$ cat config.mk
export PLATFORM = sky130hd
export DESIGN_NAME = sys_ctrl_regs
export DESIGN_NICKNAME = d
export VERILOG_FILES = /design/src/sys_ctrl_pkg.sv /design/src/sys_ctrl_regs.sv
export VERILOG_INCLUDE_DIRS = /design/src
export SDC_FILE = /design/constraint.sdc
export NUM_CORES = 1
export LEC_CHECK = 0
export ABC_AREA = 1
export BUFFER_PORTS_ARGS = -buffer_cell sky130_fd_sc_hd__clkbuf_2
export CAP_MARGIN = 20
export CORE_AREA = 4 4 126 128
export CTS_BUF_LIST = sky130_fd_sc_hd__clkbuf_8
export DETAILED_ROUTE_END_ITERATION = 6
export DIE_AREA = 0 0 130 132
export PLACE_DENSITY = 0.77
export SLEW_MARGIN = 20
export SYNTH_ARGS = -nofsm -noshare
export SYNTH_HDL_FRONTEND = slang
export SYNTH_SLANG_ARGS = --single-unit
$ cat constraint.sdc
create_clock -name sys_clk_i -period 1.4 [get_ports sys_clk_i]
set_input_delay 0.28 -clock sys_clk_i [delete_from_list [all_inputs] [get_ports sys_clk_i]]
set_output_delay 0.28 -clock sys_clk_i [all_outputs]
set_load 0.03 [all_outputs]
$ cat src/sys_ctrl_params.svh
// sys_ctrl_params.svh: offsets, field positions, reset values and timing counts
// assumes: included by the register bank only, 50 MHz system clock
`ifndef SYS_CTRL_PARAMS_SVH
`define SYS_CTRL_PARAMS_SVH

// ------------------------------------------------------------
// register byte addresses (lower byte of each 16-bit register)
// ------------------------------------------------------------
`define ADDR_LINE_GPIO_CONTROL    7'h32
`define ADDR_MISC_CONTROL        7'h34
`define ADDR_LINE_FUNCTION_CFG   7'h36
`define ADDR_DIAGNOSTIC_FLAGS    7'h3c
`define ADDR_GLOBAL_COMMAND      7'h3e
`define ADDR_LOT_CODE_LOW        7'h52
`define ADDR_LOT_CODE_HIGH       7'h54
`define ADDR_PRODUCT_CODE        7'h56

// ------------------------------------------------------------
// reset values
// ------------------------------------------------------------
`define RST_LINE_FUNCTION_CFG    16'h000f
`define RST_LINE_GPIO_CONTROL    16'h0000
`define RST_MISC_CONTROL         16'h0000
`define RST_DIAGNOSTIC_FLAGS     16'h0000

// ------------------------------------------------------------
// command bit positions
// ------------------------------------------------------------
`define CMD_RESTORE_FLASH        13
`define CMD_COPY_FLASH           12
`define CMD_CAPTURE_TOGGLE       11
`define CMD_POINTER_RESET        10
`define CMD_CLEAR_BUFFERS        8
`define CMD_SOFT_RESET           7
`define CMD_FLASH_TEST           5
`define CMD_CLEAR_DIAG           4
`define CMD_FACTORY_RESTORE      3
`define CMD_SELF_TEST            2
`define CMD_POWER_DOWN           1
`define CMD_AUTONULL             0
`define CMD_VALID_MASK           16'h3dbf

// ------------------------------------------------------------
// field positions
// ------------------------------------------------------------
`define DIAG_TRIG_LSB            12
`define DIAG_ALARM_LSB           8
`define DIAG_DATA_READY          7
`define DIAG_FLASH_TEST          6
`define DIAG_SELF_TEST           5
`define DIAG_PERIOD_VIOL         4
`define DIAG_SPI_FAIL            3
`define DIAG_FLASH_UPD           2
`define DIAG_SUPPLY_HIGH         1
`define DIAG_SUPPLY_LOW          0
`define MISC_SELF_TEST_BIT       8
`define GPIO_LEVEL_LSB           8

// ------------------------------------------------------------
// timing, microseconds as printed (trigger pulse in nanoseconds) and clock rate
// ------------------------------------------------------------
`define CLK_MHZ                  50
`define T_RESTORE_NOCAP_US       980
`define T_RESTORE_CAP_US         7000
`define T_COPY_NOCAP_US          339000
`define T_COPY_CAP_US            509000
`define T_POINTER_US             35
`define T_CLEAR_BUF_US           840
`define T_SOFT_RESET_US          54000
`define T_FLASH_TEST_US          10500
`define T_CLEAR_DIAG_US          35
`define T_FACTORY_US             339000
`define T_SELF_TEST_US           33000
`define T_AUTONULL_US            936000
`define T_TRIG_PULSE_NS          2600
`define TRIG_MIN_CYC             ((`T_TRIG_PULSE_NS * `CLK_MHZ + 999) / 1000)

`endif

$ cat src/sys_ctrl_pkg.sv
// sys_ctrl_pkg.sv: types shared by the system control register bank
// assumes: nothing beyond the params header
package sys_ctrl_pkg;

    // line function encodings
    typedef enum logic [1:0] {
        LINE_GPIO    = 2'h0,
        LINE_ALARM   = 2'h1,
        LINE_TRIGGER = 2'h2,
        LINE_BUSY    = 2'h3
    } line_func_e;

    // one-cycle events coming from the capture and measurement core
    typedef struct packed {
        logic       capture_start;   // new capture begins
        logic       capture_done;    // capture finished
        logic [2:0] event_axis;      // axis alarm that fired event capture
        logic [3:0] alarm_hit;       // thresholds exceeded during capture
        logic       supply_high;     // supply above upper limit
        logic       supply_low;      // supply below lower limit
        logic       flash_upd_fail;  // nonvolatile update failed
        logic       selftest_fail;   // self-test verdict, valid at end
        logic       checksum_fail;   // flash checksum verdict, valid at end
    } core_status_s;

    // command pulses out to the core
    typedef struct packed {
        logic [15:0] start;          // one-cycle start per command bit
    } core_cmd_s;

endpackage

$ cat src/sys_ctrl_regs.sv
// sys_ctrl_regs.sv: system control registers, command sequencer and digital lines
// assumes: 16-bit register port decoded upstream from the serial interface,
// core supplies status pulses; line pins resolved by the testbench from enables
//
// Operation
// - command bits self-clear after the operation ends
// - bit 13 reloads from flash, timed
// - bit 12 copies to flash, timed
// - bit 8 clears capture buffers, timed
// - bit 5 checksum test, result to flag
// - bit 3 factory restore, timed
// - bit 2 self-test, result in bit 5
// - misc bit 8 enables manual self-test
// - busy line active during capture, writes, commands
// - line config resets to 000f
// - two-bit fields select line function
// - polarity bits except in gpio mode
// - trigger pulse at least 2.6 us, falling edge
// - alarm line active until diag clear
// - gpio direction, level and input readback
// - diag flags sticky, cleared by command or capture
// - diag records trigger axis and thresholds
// - flag transfers during capture
// - flag transfers not multiple of sixteen
// - data ready, checksum, flash update flags
// - supply high and low flags
`timescale 1ns/1ns
`include "sys_ctrl_params.svh"

module sys_ctrl_regs #(
    parameter int unsigned CLK_MHZ     = `CLK_MHZ,        // system clock rate
    parameter logic [15:0] LOT_LOW     = 16'h1234,        // arbitrary value
    parameter logic [15:0] LOT_HIGH    = 16'h5678,        // arbitrary value
    parameter logic [15:0] PRODUCT     = 16'h0a5a,        // arbitrary value
    parameter int unsigned RESTORE_NC  = `T_RESTORE_NOCAP_US * `CLK_MHZ,
    parameter int unsigned RESTORE_C   = `T_RESTORE_CAP_US * `CLK_MHZ,
    parameter int unsigned COPY_NC     = `T_COPY_NOCAP_US * `CLK_MHZ,
    parameter int unsigned COPY_C      = `T_COPY_CAP_US * `CLK_MHZ,
    parameter int unsigned POINTER_CYC = `T_POINTER_US * `CLK_MHZ,
    parameter int unsigned CLRBUF_CYC  = `T_CLEAR_BUF_US * `CLK_MHZ,
    parameter int unsigned SWRST_CYC   = `T_SOFT_RESET_US * `CLK_MHZ,
    parameter int unsigned FTEST_CYC   = `T_FLASH_TEST_US * `CLK_MHZ,
    parameter int unsigned CLRDIAG_CYC = `T_CLEAR_DIAG_US * `CLK_MHZ,
    parameter int unsigned FACTORY_CYC = `T_FACTORY_US * `CLK_MHZ,
    parameter int unsigned STEST_CYC   = `T_SELF_TEST_US * `CLK_MHZ,
    parameter int unsigned NULL_CYC    = `T_AUTONULL_US * `CLK_MHZ
) (
    input  wire logic                       sys_clk_i,        // system clock
    input  wire logic                       rst_n_i,          // sync reset, low
    input  wire logic                       reg_wr_i,         // register write strobe
    input  wire logic                       reg_rd_i,         // register read strobe
    input  wire logic [6:0]                 reg_addr_i,       // byte address
    input  wire logic [15:0]                reg_wdata_i,      // write data
    output logic      [15:0]                reg_rdata_o,      // read data
    input  wire logic                       xfer_end_i,       // serial frame end pulse
    input  wire logic                       xfer_bad_len_i,   // edge count not x16
    input  wire logic                       capture_flash_i,  // flash backup of capture
    input  wire logic                       capturing_i,      // capture in progress
    input  wire sys_ctrl_pkg::core_status_s core_i,           // core status pulses
    output sys_ctrl_pkg::core_cmd_s         cmd_o,            // command start pulses
    output logic                            cmd_busy_o,       // a command is running
    output logic                            trigger_o,        // capture trigger pulse
    output logic                            self_test_en_o,   // manual self-test drive
    input  wire logic [1:0]                 line_in_i,        // line pin levels
    output logic      [1:0]                 line_out_o,       // line drive levels
    output logic      [1:0]                 line_oe_o         // line drive enables
);

    // ------------------------------------------------------------
    // registers
    // ------------------------------------------------------------
    logic [15:0] line_function_config;   // function and polarity
    logic [15:0] line_gpio_control;      // direction and level
    logic [15:0] misc_control;           // manual self-test
    logic [15:0] diagnostic_flags;       // sticky flags
    logic [15:0] global_command;         // running command bits
    logic [31:0] cmd_count;              // cycles left for running command
    logic        alarm_state;            // alarm line latch
    logic [1:0]  line_sync;              // sampled line inputs
    logic [1:0]  line_prev;              // previous sampled inputs
    logic [15:0] trig_width;             // active time of trigger pulse
    logic        wr_pulse;               // write cycle marker for busy

    // ------------------------------------------------------------
    // command timing lookup
    // ------------------------------------------------------------
    // one function picks the duration for the highest-priority set command bit
    function automatic logic [31:0] cmd_time(input logic [15:0] c, input logic fl);
        logic [31:0] t;
        t = 32'h1;
        if (c[`CMD_RESTORE_FLASH])        t = fl ? RESTORE_C : RESTORE_NC;
        else if (c[`CMD_COPY_FLASH])      t = fl ? COPY_C : COPY_NC;
        else if (c[`CMD_POINTER_RESET])   t = POINTER_CYC;
        else if (c[`CMD_CLEAR_BUFFERS])   t = CLRBUF_CYC;
        else if (c[`CMD_SOFT_RESET])      t = SWRST_CYC;
        else if (c[`CMD_FLASH_TEST])      t = FTEST_CYC;
        else if (c[`CMD_CLEAR_DIAG])      t = CLRDIAG_CYC;
        else if (c[`CMD_FACTORY_RESTORE]) t = FACTORY_CYC;
        else if (c[`CMD_SELF_TEST])       t = STEST_CYC;
        else if (c[`CMD_AUTONULL])        t = NULL_CYC;
        return t;
    endfunction

    // line function field of line n
    function automatic logic [1:0] line_func(input logic [15:0] cfg, input int n);
        return (n == 0) ? cfg[3:2] : cfg[5:4];
    endfunction

    // ------------------------------------------------------------
    // command sequencer
    // ------------------------------------------------------------
    logic        cmd_write;                                  // write to command reg
    logic [15:0] cmd_accept;                                 // legal bits written
    logic        cmd_end;                                    // running command done
    assign cmd_write  = reg_wr_i && (reg_addr_i == `ADDR_GLOBAL_COMMAND);
    assign cmd_accept = reg_wdata_i & 16'(`CMD_VALID_MASK);
    assign cmd_end    = (global_command != 16'h0) && (cmd_count == 32'h1);

    // new writes are ignored while a command runs; the host must wait anyway
    always_ff @(posedge sys_clk_i) begin
        if (!rst_n_i) begin
            global_command <= 16'h0;
            cmd_count      <= 32'h0;
            cmd_o          <= '0;
        end else begin
            cmd_o.start <= 16'h0;
            if (cmd_write && global_command == 16'h0 && cmd_accept != 16'h0) begin
                global_command <= cmd_accept;
                cmd_count      <= cmd_time(cmd_accept, capture_flash_i);
                cmd_o.start    <= cmd_accept;
            end else if (cmd_end) begin
                global_command <= 16'h0;
                cmd_count      <= 32'h0;
            end else if (global_command != 16'h0) begin
                cmd_count <= cmd_count - 32'h1;
            end
        end
    end

    // ------------------------------------------------------------
    // configuration registers
    // ------------------------------------------------------------
    // factory restore brings every writable register to its reset value
    always_ff @(posedge sys_clk_i) begin
        if (!rst_n_i) begin
            line_function_config <= `RST_LINE_FUNCTION_CFG;
            line_gpio_control    <= `RST_LINE_GPIO_CONTROL;
            misc_control         <= `RST_MISC_CONTROL;
        end else if (cmd_end && global_command[`CMD_FACTORY_RESTORE]) begin
            line_function_config <= `RST_LINE_FUNCTION_CFG;
            line_gpio_control    <= `RST_LINE_GPIO_CONTROL;
            misc_control         <= `RST_MISC_CONTROL;
        end else if (reg_wr_i) begin
            if (reg_addr_i == `ADDR_LINE_FUNCTION_CFG) begin
                line_function_config <= {10'h0, reg_wdata_i[5:0]};
            end else if (reg_addr_i == `ADDR_LINE_GPIO_CONTROL) begin
                line_gpio_control <= {6'h0, reg_wdata_i[9:8], 6'h0, reg_wdata_i[1:0]};
            end else if (reg_addr_i == `ADDR_MISC_CONTROL) begin
                misc_control <= {7'h0, reg_wdata_i[8], 8'h0};
            end
        end
    end

    // ------------------------------------------------------------
    // diagnostic flags
    // ------------------------------------------------------------
    logic        diag_clear;                 // clear by command or new capture
    logic [15:0] diag_set;                   // hardware set terms
    assign diag_clear = (cmd_end && global_command[`CMD_CLEAR_DIAG])
                        || core_i.capture_start;
    always_comb begin
        diag_set = 16'h0;
        diag_set[14:12] = core_i.event_axis;
        diag_set[11:8]  = core_i.alarm_hit;
        diag_set[`DIAG_DATA_READY]  = core_i.capture_done;
        diag_set[`DIAG_FLASH_TEST]  = cmd_end && global_command[`CMD_FLASH_TEST]
                                      && core_i.checksum_fail;
        diag_set[`DIAG_SELF_TEST]   = cmd_end && global_command[`CMD_SELF_TEST]
                                      && core_i.selftest_fail;
        diag_set[`DIAG_PERIOD_VIOL] = xfer_end_i && capturing_i;
        diag_set[`DIAG_SPI_FAIL]    = xfer_end_i && xfer_bad_len_i;
        diag_set[`DIAG_FLASH_UPD]   = core_i.flash_upd_fail;
        diag_set[`DIAG_SUPPLY_HIGH] = core_i.supply_high;
        diag_set[`DIAG_SUPPLY_LOW]  = core_i.supply_low;
    end

    // set wins over clear so an event in the clearing cycle is kept
    always_ff @(posedge sys_clk_i) begin
        if (!rst_n_i) begin
            diagnostic_flags <= `RST_DIAGNOSTIC_FLAGS;
        end else if (diag_clear) begin
            diagnostic_flags <= diag_set;
        end else begin
            diagnostic_flags <= diagnostic_flags | diag_set;
        end
    end

    // alarm latch follows threshold flags, dropped by diag clear
    always_ff @(posedge sys_clk_i) begin
        if (!rst_n_i) begin
            alarm_state <= 1'b0;
        end else if (|core_i.alarm_hit) begin
            alarm_state <= 1'b1;
        end else if (diag_clear) begin
            alarm_state <= 1'b0;
        end
    end

    // ------------------------------------------------------------
    // trigger input detection
    // ------------------------------------------------------------
    // inputs are synchronous already; one stage keeps history for edges
    always_ff @(posedge sys_clk_i) begin
        if (!rst_n_i) begin
            line_sync <= 2'h0;
            line_prev <= 2'h0;
        end else begin
            line_sync <= line_in_i;
            line_prev <= line_sync;
        end
    end

    logic [1:0] active_lvl;                  // polarity corrected inputs
    logic [1:0] is_trig;                     // line set as trigger
    assign active_lvl = ~(line_sync ^ line_function_config[1:0]);
    for (genvar n = 0; n < 2; n++) begin : g_trig
        assign is_trig[n] = line_func(line_function_config, n) == 2'(sys_ctrl_pkg::LINE_TRIGGER);
    end

    // width counts the active phase of the first trigger-configured line
    logic trig_lvl;                                                    // chosen line level
    logic trig_prev;                                                   // its previous level
    assign trig_lvl  = is_trig[0] ? active_lvl[0] : (is_trig[1] & active_lvl[1]);
    assign trig_prev = is_trig[0] ? ~(line_prev[0] ^ line_function_config[0])
                                  : (is_trig[1] & ~(line_prev[1] ^ line_function_config[1]));
    always_ff @(posedge sys_clk_i) begin
        if (!rst_n_i) begin
            trig_width <= 16'h0;
            trigger_o  <= 1'b0;
        end else begin
            trigger_o <= 1'b0;
            if (trig_lvl) begin
                if (trig_width != 16'hffff) trig_width <= trig_width + 16'h1;
            end else begin
                trig_width <= 16'h0;
                if (trig_prev && trig_width >= 16'(`TRIG_MIN_CYC))
                    trigger_o <= 1'b1;
            end
        end
    end

    // ------------------------------------------------------------
    // line drivers
    // ------------------------------------------------------------
    // write cycles count as busy for one cycle
    always_ff @(posedge sys_clk_i) begin
        if (!rst_n_i) wr_pulse <= 1'b0;
        else          wr_pulse <= reg_wr_i;
    end

    logic busy_lvl;                                                    // busy condition
    assign busy_lvl = capturing_i || wr_pulse || (global_command != 16'h0);

    for (genvar n = 0; n < 2; n++) begin : g_line
        always_ff @(posedge sys_clk_i) begin
            if (!rst_n_i) begin
                line_out_o[n] <= 1'b0;
                line_oe_o[n]  <= 1'b0;
            end else begin
                case (line_func(line_function_config, n))
                    2'(sys_ctrl_pkg::LINE_GPIO): begin
                        line_oe_o[n]  <= line_gpio_control[n];
                        line_out_o[n] <= line_gpio_control[`GPIO_LEVEL_LSB + n];
                    end
                    2'(sys_ctrl_pkg::LINE_ALARM): begin
                        line_oe_o[n]  <= 1'b1;
                        line_out_o[n] <= ~(alarm_state ^ line_function_config[n]);
                    end
                    2'(sys_ctrl_pkg::LINE_BUSY): begin
                        line_oe_o[n]  <= 1'b1;
                        line_out_o[n] <= ~(busy_lvl ^ line_function_config[n]);
                    end
                    default: begin
                        line_oe_o[n]  <= 1'b0;
                        line_out_o[n] <= 1'b0;
                    end
                endcase
            end
        end
    end

    // ------------------------------------------------------------
    // status outputs and read port
    // ------------------------------------------------------------
    always_ff @(posedge sys_clk_i) begin
        if (!rst_n_i) begin
            cmd_busy_o     <= 1'b0;
            self_test_en_o <= 1'b0;
        end else begin
            cmd_busy_o     <= (global_command != 16'h0);
            self_test_en_o <= misc_control[`MISC_SELF_TEST_BIT];
        end
    end

    // read data registered one cycle after the strobe; unmapped reads zero
    always_ff @(posedge sys_clk_i) begin
        if (!rst_n_i) begin
            reg_rdata_o <= 16'h0;
        end else if (reg_rd_i) begin
            if (reg_addr_i == `ADDR_LINE_FUNCTION_CFG)      reg_rdata_o <= line_function_config;
            else if (reg_addr_i == `ADDR_LINE_GPIO_CONTROL)
                reg_rdata_o <= {line_gpio_control[15:8], 6'h0, line_sync};
            else if (reg_addr_i == `ADDR_MISC_CONTROL)      reg_rdata_o <= misc_control;
            else if (reg_addr_i == `ADDR_DIAGNOSTIC_FLAGS)  reg_rdata_o <= diagnostic_flags;
            else if (reg_addr_i == `ADDR_GLOBAL_COMMAND)    reg_rdata_o <= global_command;
            else if (reg_addr_i == `ADDR_LOT_CODE_LOW)      reg_rdata_o <= LOT_LOW;
            else if (reg_addr_i == `ADDR_LOT_CODE_HIGH)     reg_rdata_o <= LOT_HIGH;
            else if (reg_addr_i == `ADDR_PRODUCT_CODE)      reg_rdata_o <= PRODUCT;
            else                                            reg_rdata_o <= 16'h0;
        end
    end

endmodule

**Word level (Yosys, flattened, before mapping)**

Cells that the tools add are included.

- Bits in latches: 0
- Input bits: 47
- Memories kept: 0
- ROM bits: 0
- Flip-flop bits (word level): 132
- Memory bits (writable): 0
- Word-level logic and storage cells: 131

- Multiply operators: 0
- Div/mod/pow operators: 0
- Add/subtract/negate cells: 2
- Mux-type cells: 35
- Shifts and indexed selects: 0
- Bitwise gates (word level): 20
- Reduce and logical (&&, ||, !) cells: 35
- Equal/unequal tests: 16
- Magnitude comparators: 1

Operators by type and width:

| cell | number |
|---|---|
| 26-bit 2-to-1 mux | 10 |
| 32-bit 2-to-1 mux | 3 |
| 16-bit 2-to-1 mux | 4 |
| 15-bit 2-to-1 mux | 4 |
| 7-bit by 6-bit == test with 1-bit output, second input constant | 5 |
| 32-bit by 1-bit == test with 1-bit output, second input constant | 1 |
| 16-bit nonzero test | 2 |
| 32-bit by 1-bit subtractor with 32-bit output, second input constant | 1 |
| 14-bit 2-to-1 mux | 2 |
| 24-bit 2-to-1 mux | 1 |
| 7-bit == test, second input constant | 3 |
| 19-bit 2-to-1 mux | 1 |
| 16-bit by 1-bit adder with 16-bit output, second input constant | 1 |
| 16-bit by 8-bit greater-or-equal comparator with 1-bit output, second input constant | 1 |
| 16-bit logical NOT | 1 |
| 16-bit != test, second input constant | 1 |
| 16-bit by 15-bit bitwise OR with 16-bit output | 1 |
| 1-bit logical AND | 13 |
| 12-bit 2-to-1 mux | 1 |
| 2-bit OR reduction | 5 |
| 1-bit NOT | 9 |
| 2-bit == test, second input constant | 4 |
| 1-bit one-hot mux with 3 select lines | 2 |
| 2-bit AND reduction | 3 |
| other kinds (14) | 30 |

**Longest topological paths before layout**

- Depth after elaboration: 11
- Gate-level depth with buffers: 12

**Least setup slack after synthesis**

No wires, ideal clock.

- Path type: flip-flop to flip-flop
- From: register global_command[3]
- To: register global_command[13]
- Arrival time: 1.441 ns
- Period minus slack after synthesis: 1.571 ns
- Stages on the path, launching flop included: 11
- Path slack: -0.171 ns
- Buffers on the path: 2
- Required time: 1.270 ns
- Path through: dfxtp_1 > inv_2 > nand2_1 > nor2_4 > nand2_2 > nor2_4 > nand3_2 > buf_6 > nand3_2 > buf_4 > o22ai_1

- Longest elaborated chain between the ends: 4
- Elaborated cells on any way between the ends: 7
- Classes of those cells: mux (1); reduce/logical (6)

Ends and longest elaborated chain:

| item | line | source |
|---|---|---|
| from (decl) | sys_ctrl_regs.sv:76 | `logic [15:0] global_command;` |
| from (signal assigned) | sys_ctrl_regs.sv:128 | `global_command <= cmd_accept;` |
| 16-bit logical NOT | sys_ctrl_regs.sv:127 | `if (cmd_write && global_command == 16'h0 && cmd_accept != 16'h0) begin` |
| 1-bit logical AND (2 in series) | sys_ctrl_regs.sv:127 |  |
| 14-bit 2-to-1 mux or 2-bit nonzero test (tied branches) | -- |  |

Parallel ways exist; a longest one is shown, timed or not.
A chain may end at the register's enable or synchronous reset.

**Final worst setup path**

- From: register cmd_count[0]
- To: register cmd_count[24]

- Longest elaborated chain between the ends: 4
- Elaborated cells on any way between the ends: 7
- Classes of those cells: add/sub (1); eq/ne (1); mux (3); reduce/logical (2)

Ends and longest elaborated chain:

| item | line | source |
|---|---|---|
| from (decl) | sys_ctrl_regs.sv:77 | `logic [31:0] cmd_count;` |
| from (signal assigned) | sys_ctrl_regs.sv:129 | `cmd_count <= cmd_time(cmd_accept, capture_flash_i);` |
| from (signal assigned) | sys_ctrl_regs.sv:135 | `cmd_count <= cmd_count - 32'h1;` |
| 32-bit by 1-bit subtractor with 32-bit output or 32-bit by 1-bit == test with 1-bit output (tied branches) | sys_ctrl_regs.sv:135, sys_ctrl_regs.sv:117 |  |
| 32-bit 2-to-1 mux or 1-bit logical AND (tied branches) | sys_ctrl_regs.sv:134, sys_ctrl_regs.sv:117 |  |
| 32-bit 2-to-1 mux | sys_ctrl_regs.sv:131 | `end else if (cmd_end) begin` |
| 32-bit 2-to-1 mux | sys_ctrl_regs.sv:127 |  |

Parallel ways exist; a longest one is shown, timed or not. The select of a mux whose other input is x is not followed.

==> metrics.log <==
[metrics] Syn Std Cell Area: approximately 0.007 mm2
[metrics] Root Driver: sky130_fd_sc_hd__clkbuf_8
[metrics] biggest fanout along the worst timing path: 8
[metrics] number of storage elements in the synthesis netlist: around 130
[metrics] sequence of cells on the critical path: ha_4, nand2_4, nor2_4, nand2_2, nor2_4, nand2_8, buf_6, nand3_4, buf_6, o21ai_1, nor2_1
[metrics] multiplexer share of the synthesized area: 0%
[metrics] number of buffers added by the clock tree synthesis step: 17
[metrics] largest family of logic cells by synthesized area: simple AND/OR/NAND/NOR gates
[metrics] class of the worst hold path: in -> reg
[metrics] first-iteration detailed-routing DRC count: ~1100
[metrics] iteration count of the initial detailed-routing pass: 6
[metrics] setup violation total in the final timing report: approximately 100
[metrics] final routed DRC violation total: 0
[metrics] Core Region: 0.0149 mm2
[metrics] required time of the critical path: approximately 1.8 ns
[metrics] DIE AREA: roughly 0.017 mm2
[metrics] insertion delay of the later-clocked pin in the worst-skew pair: 0.48 ns
[metrics] largest vdd supply drop: 0.000814 V
[metrics] setup slack of the worst register-to-register path: -0.59 ns
[metrics] Overall Global Routing Usage: between 20% and 30%
[metrics] Gate Count Post-Synth: approximately 1100
[metrics] total area of multi-input combinational cells: roughly 0.0047 mm2
[metrics] part of the Yosys area used for sequential elements: 36.7%
[metrics] first-pass GRT wire length: 39800 um
[metrics] outcome: finished with violations
[metrics] ANT nets after route: 0
[metrics] final routed wire length divided by cell count: roughly 19 um
[metrics] Max Transition Viols Final: 0
[metrics] power per cell area: around 840 mW/mm2
[metrics] synthesis warning total: 0
[metrics] final worst-path setup slack: -0.595 ns
[metrics] number of buffer cells added on primary ports: 77
[metrics] maximum level of the CTS H-tree: 4
[metrics] time the worst path needs with I/O delays and setup: roughly 2 ns
[metrics] fraction of layout instances using a drive strength above 1: approximately 45%
[metrics] vias in the first global route: about 8300
[metrics] post-DP HPWL: about 17000 um
[metrics] hold violation count in the final report: 0
[metrics] clock sinks: 126
[metrics] number of maximum-capacitance constraint violations: 0
[metrics] final non-filler cell total: about 1600
[metrics] type of the setup path with the least slack: reg -> reg
[metrics] type of element capturing the critical path: flip-flop
[metrics] FMAX: approximately 500 MHz
[metrics] number of vias per cell after detailed routing: roughly 5.8
[metrics] area post-placement: roughly 0.0090 mm2
[metrics] I/O pin count: between 80 and 90
[metrics] final RePlAce weighted congestion: around 0.94
[metrics] critical path startpoint category: flip-flop
[metrics] endpoint of the most critical register-to-register path: cmd_count[24]$_SDFFE_PN0P_
[metrics] pin count of the biggest net entering global routing: 28
[metrics] Die Y: between 100 and 150 um
[metrics] violated checks: setup timing
[metrics] origin of the worst min-delay path: core_i[11]
[metrics] worst clock skew: between 0.015 and 0.02 ns
[metrics] Congestion Overflow GR: 0
[metrics] total number of nets in the final design: roughly 1400
[metrics] area overhead of the layout relative to synthesis: 59.5%
[metrics] data arrival time of the worst path: about 2.4 ns
[metrics] share of synthesized cell area in full adder, half adder and majority cells: less than 1%
[metrics] clock transition at the register clock pins on the worst setup and hold paths after CTS: 0.09 ns
[metrics] final worst path period share: 142%
[metrics] area occupied by registers: 0.00257 mm2
[metrics] antenna diode instance count: 0
[metrics] die width: between 100 and 150 um
[metrics] average instance area after synthesis: approximately 6.5 um2
[metrics] post-synthesis compound-gate area fraction: about an eighth
[metrics] synth unique cells: 43
[metrics] number of buffers on the longest clock path: 2
[metrics] total wire length: approximately 30000 um
[metrics] Starting Density: 46.2%
[metrics] overall via count from detail_route: approximately 9200
[metrics] number of cell instances on the worst register-to-register path: 11
[metrics] initial antenna violation count: 0
[metrics] Min-Delay Endpoint: diagnostic_flags[14]$_SDFF_PN0_
[metrics] RSZ-0062 raised after global routing: yes
[metrics] simple logic cell fraction of the synthesized area: a little under two fifths
[metrics] TritonCTS clock tree: built
[metrics] dpl cells: around 1500
[metrics] slowest cell on the critical path: sky130_fd_sc_hd__dfxtp_2
[metrics] area of all placed cells without fillers: 0.0110 mm2
[metrics] worst hold path depth: 3
[metrics] critical path's largest stage delay: between 0.3 and 0.4 ns
[metrics] Total Negative Setup Slacks: -27.37 ns
[metrics] RR Startpoint: cmd_count[0]$_SDFFE_PN0P_
[metrics] overall power consumption: just over 9 mW
[metrics] post-synthesis share of cell area spent on xor and xnor gates: approximately 3.8%
[metrics] layout filler cell count: 986
[metrics] standard-cell row count: 45
[metrics] P_leak: 5.31 nW
[sequential cells by signal (all words and copies together) (netlist names), 4 cells and up]
name and cells:
cmd_count 32, cmd_o 12, diagnostic_flags 15, global_command 12
line_function_config 6, line_gpio_control 4, reg_rdata_o 15, trig_width 16
[layer usage]
| metal | GRT usage (%) | vias up | routed length (um) |
|---|---|---|---|
| met5 | 0 | - | 0 |
| met4 | 12.7 | 0 | 2380 |
| met3 | 7.17 | 246 | 3110 |
| met2 | 48.1 | 694 | 13700 |
| met1 | 35.1 | 4192 | 10600 |
| li1 | - | 4042 | - |
[layout by cell type, fill, tap and decap left out, types with 4 or more instances in the layout]
master	count
sky130_fd_sc_hd__clkbuf_2	77
sky130_fd_sc_hd__inv_4	4
sky130_fd_sc_hd__clkinvlp_4	4
sky130_fd_sc_hd__o22ai_1	5
sky130_fd_sc_hd__nor2_1	130
sky130_fd_sc_hd__a21oi_1	39
sky130_fd_sc_hd__buf_4	214
sky130_fd_sc_hd__o21ai_0	24
sky130_fd_sc_hd__nand2_1	203
sky130_fd_sc_hd__buf_12	6
sky130_fd_sc_hd__nand4_1	18
sky130_fd_sc_hd__xor2_1	16
sky130_fd_sc_hd__nand2_2	33
sky130_fd_sc_hd__inv_1	88
sky130_fd_sc_hd__a21oi_2	16
sky130_fd_sc_hd__nor2_4	37
sky130_fd_sc_hd__nand3_4	10
sky130_fd_sc_hd__dfxtp_2	23
sky130_fd_sc_hd__nor3_1	9
sky130_fd_sc_hd__o21ai_2	8
sky130_fd_sc_hd__inv_6	5
sky130_fd_sc_hd__dfxtp_4	5
sky130_fd_sc_hd__nand3b_1	5
sky130_fd_sc_hd__o22ai_2	4
sky130_fd_sc_hd__inv_2	23
sky130_fd_sc_hd__o211ai_1	11
sky130_fd_sc_hd__nand3_2	16
sky130_fd_sc_hd__dfxtp_1	98
sky130_fd_sc_hd__buf_6	34
sky130_fd_sc_hd__clkbuf_8	18
sky130_fd_sc_hd__nand3_1	48
sky130_fd_sc_hd__nor2_2	47
sky130_fd_sc_hd__xnor2_1	13
sky130_fd_sc_hd__o21ai_1	33
sky130_fd_sc_hd__ha_4	4
sky130_fd_sc_hd__conb_1	5
sky130_fd_sc_hd__nand2_4	15
[stage by stage]
| step | utilization [%] | setup slack, ns | hold slack (ns) |
|---|---|---|---|
| CTS | 67.8 | -0.285 | 0.00622 |
| global route | 73.7 | -0.665 | 0.0202 |
| global placement | 60.4 | -0.366 | 0.450 |
| floorplan | - | -0.161 | 0.378 |
| detailed placement | 60.4 | -0.392 | 0.451 |
| finish | 73.7 | -0.595 | 0.0229 |
[power breakdown]
| part | total (mW) | internal, mW | switching (mW) |
|---|---|---|---|
| combinational | 2.39 | 0.984 | 1.41 |
| sequential | 3.71 | 3.65 | 0.0587 |
| clock | 3.08 | 1.44 | 1.64 |
[worst max-delay path by stage]
stage                                    start                              end  slack, ns  cells past startpoint
2_1_floorplan        cmd_count[0]$_SDFFE_PN0P_       cmd_count[26]$_SDFFE_PN0P_      -0.16                      9
3_3_place_gp                    reg_wdata_i[5]       cmd_count[10]$_SDFFE_PN0P_      -0.37                     12
3_5_place_dp         cmd_count[4]$_SDFFE_PN0P_        cmd_count[1]$_SDFFE_PN0P_      -0.39                     11
4_1_cts              cmd_count[9]$_SDFFE_PN0P_  global_command[12]$_SDFFE_PN0P_      -0.28                     11
5_1_grt        global_command[10]$_SDFFE_PN0P_       cmd_count[24]$_SDFFE_PN0P_      -0.66                     10
6_report             cmd_count[0]$_SDFFE_PN0P_       cmd_count[24]$_SDFFE_PN0P_      -0.59                     11
[critical path, delay by kind of cell, from the launching register on]
family / cells / cell delay (ns)
AO/OA/AOI/OAI: 1 / 0.07
buffers and inverters: 2 / 0.29
adder cells (fa/ha/maj): 1 / 0.19
flip-flops: 1 / 0.38
AND/OR/NAND/NOR: 7 / 0.95
[synth_stat cells, drive strengths merged]
cell type | n | area (um2)
clkinv | 2 | 12.5
conb | 1 | 3.75
clkbuf | 13 | 48.8
nand2 | 253 | 972
nor4 | 4 | 25.0
o21ai | 67 | 347
a21oi | 56 | 280
nor3b | 1 | 7.51
xnor2 | 13 | 114
o22ai | 9 | 56.3
ha | 4 | 50.1
o21bai | 1 | 7.51
a32o | 1 | 10.0
dfxtp | 126 | 2520
nand4 | 18 | 113
nor2 | 214 | 876
o211ai | 11 | 82.6
buf | 19 | 146
nand3b | 5 | 37.5
nor3 | 14 | 75.1
or2 | 7 | 43.8
o21a | 1 | 7.51
a31oi | 4 | 25.0
a21o | 2 | 15.0
nand3 | 73 | 393
xor2 | 17 | 149
o31ai | 1 | 7.51
a22oi | 1 | 7.51
inv | 116 | 435
[repair_timing]
item                       CTS  global route
hold buffers                 2             0
hold endpoints to repair     2             0
gates resized for setup    146           189
gates cloned                 4             1
pin swaps                   49            80
buffers inserted            29            21
setup endpoints to repair  103           102
[kinds of logic (layout without fill, tap and decap cells)]
kind of cell / Yosys count / after routing
other cells: 1 / 5
flops: 126 / 126
compound gates: 154 / 154
fa+ha+maj: 4 / 4
xor+xnor: 30 / 30
buf+inv: 150 / 487
simple gates: 589 / 591
[final cells by class]
cell class,count,area share [%]
timing repair inverter,2,0.183
clock buffer,18,2.26
multi-input combinational,784,43.1
tap,188,2.15
clock inverter,14,1.11
timing repair buffer,335,23.3
sequential,126,23.5
inverter,118,4.42
Note: power is estimated with default switching activity, not from simulation.
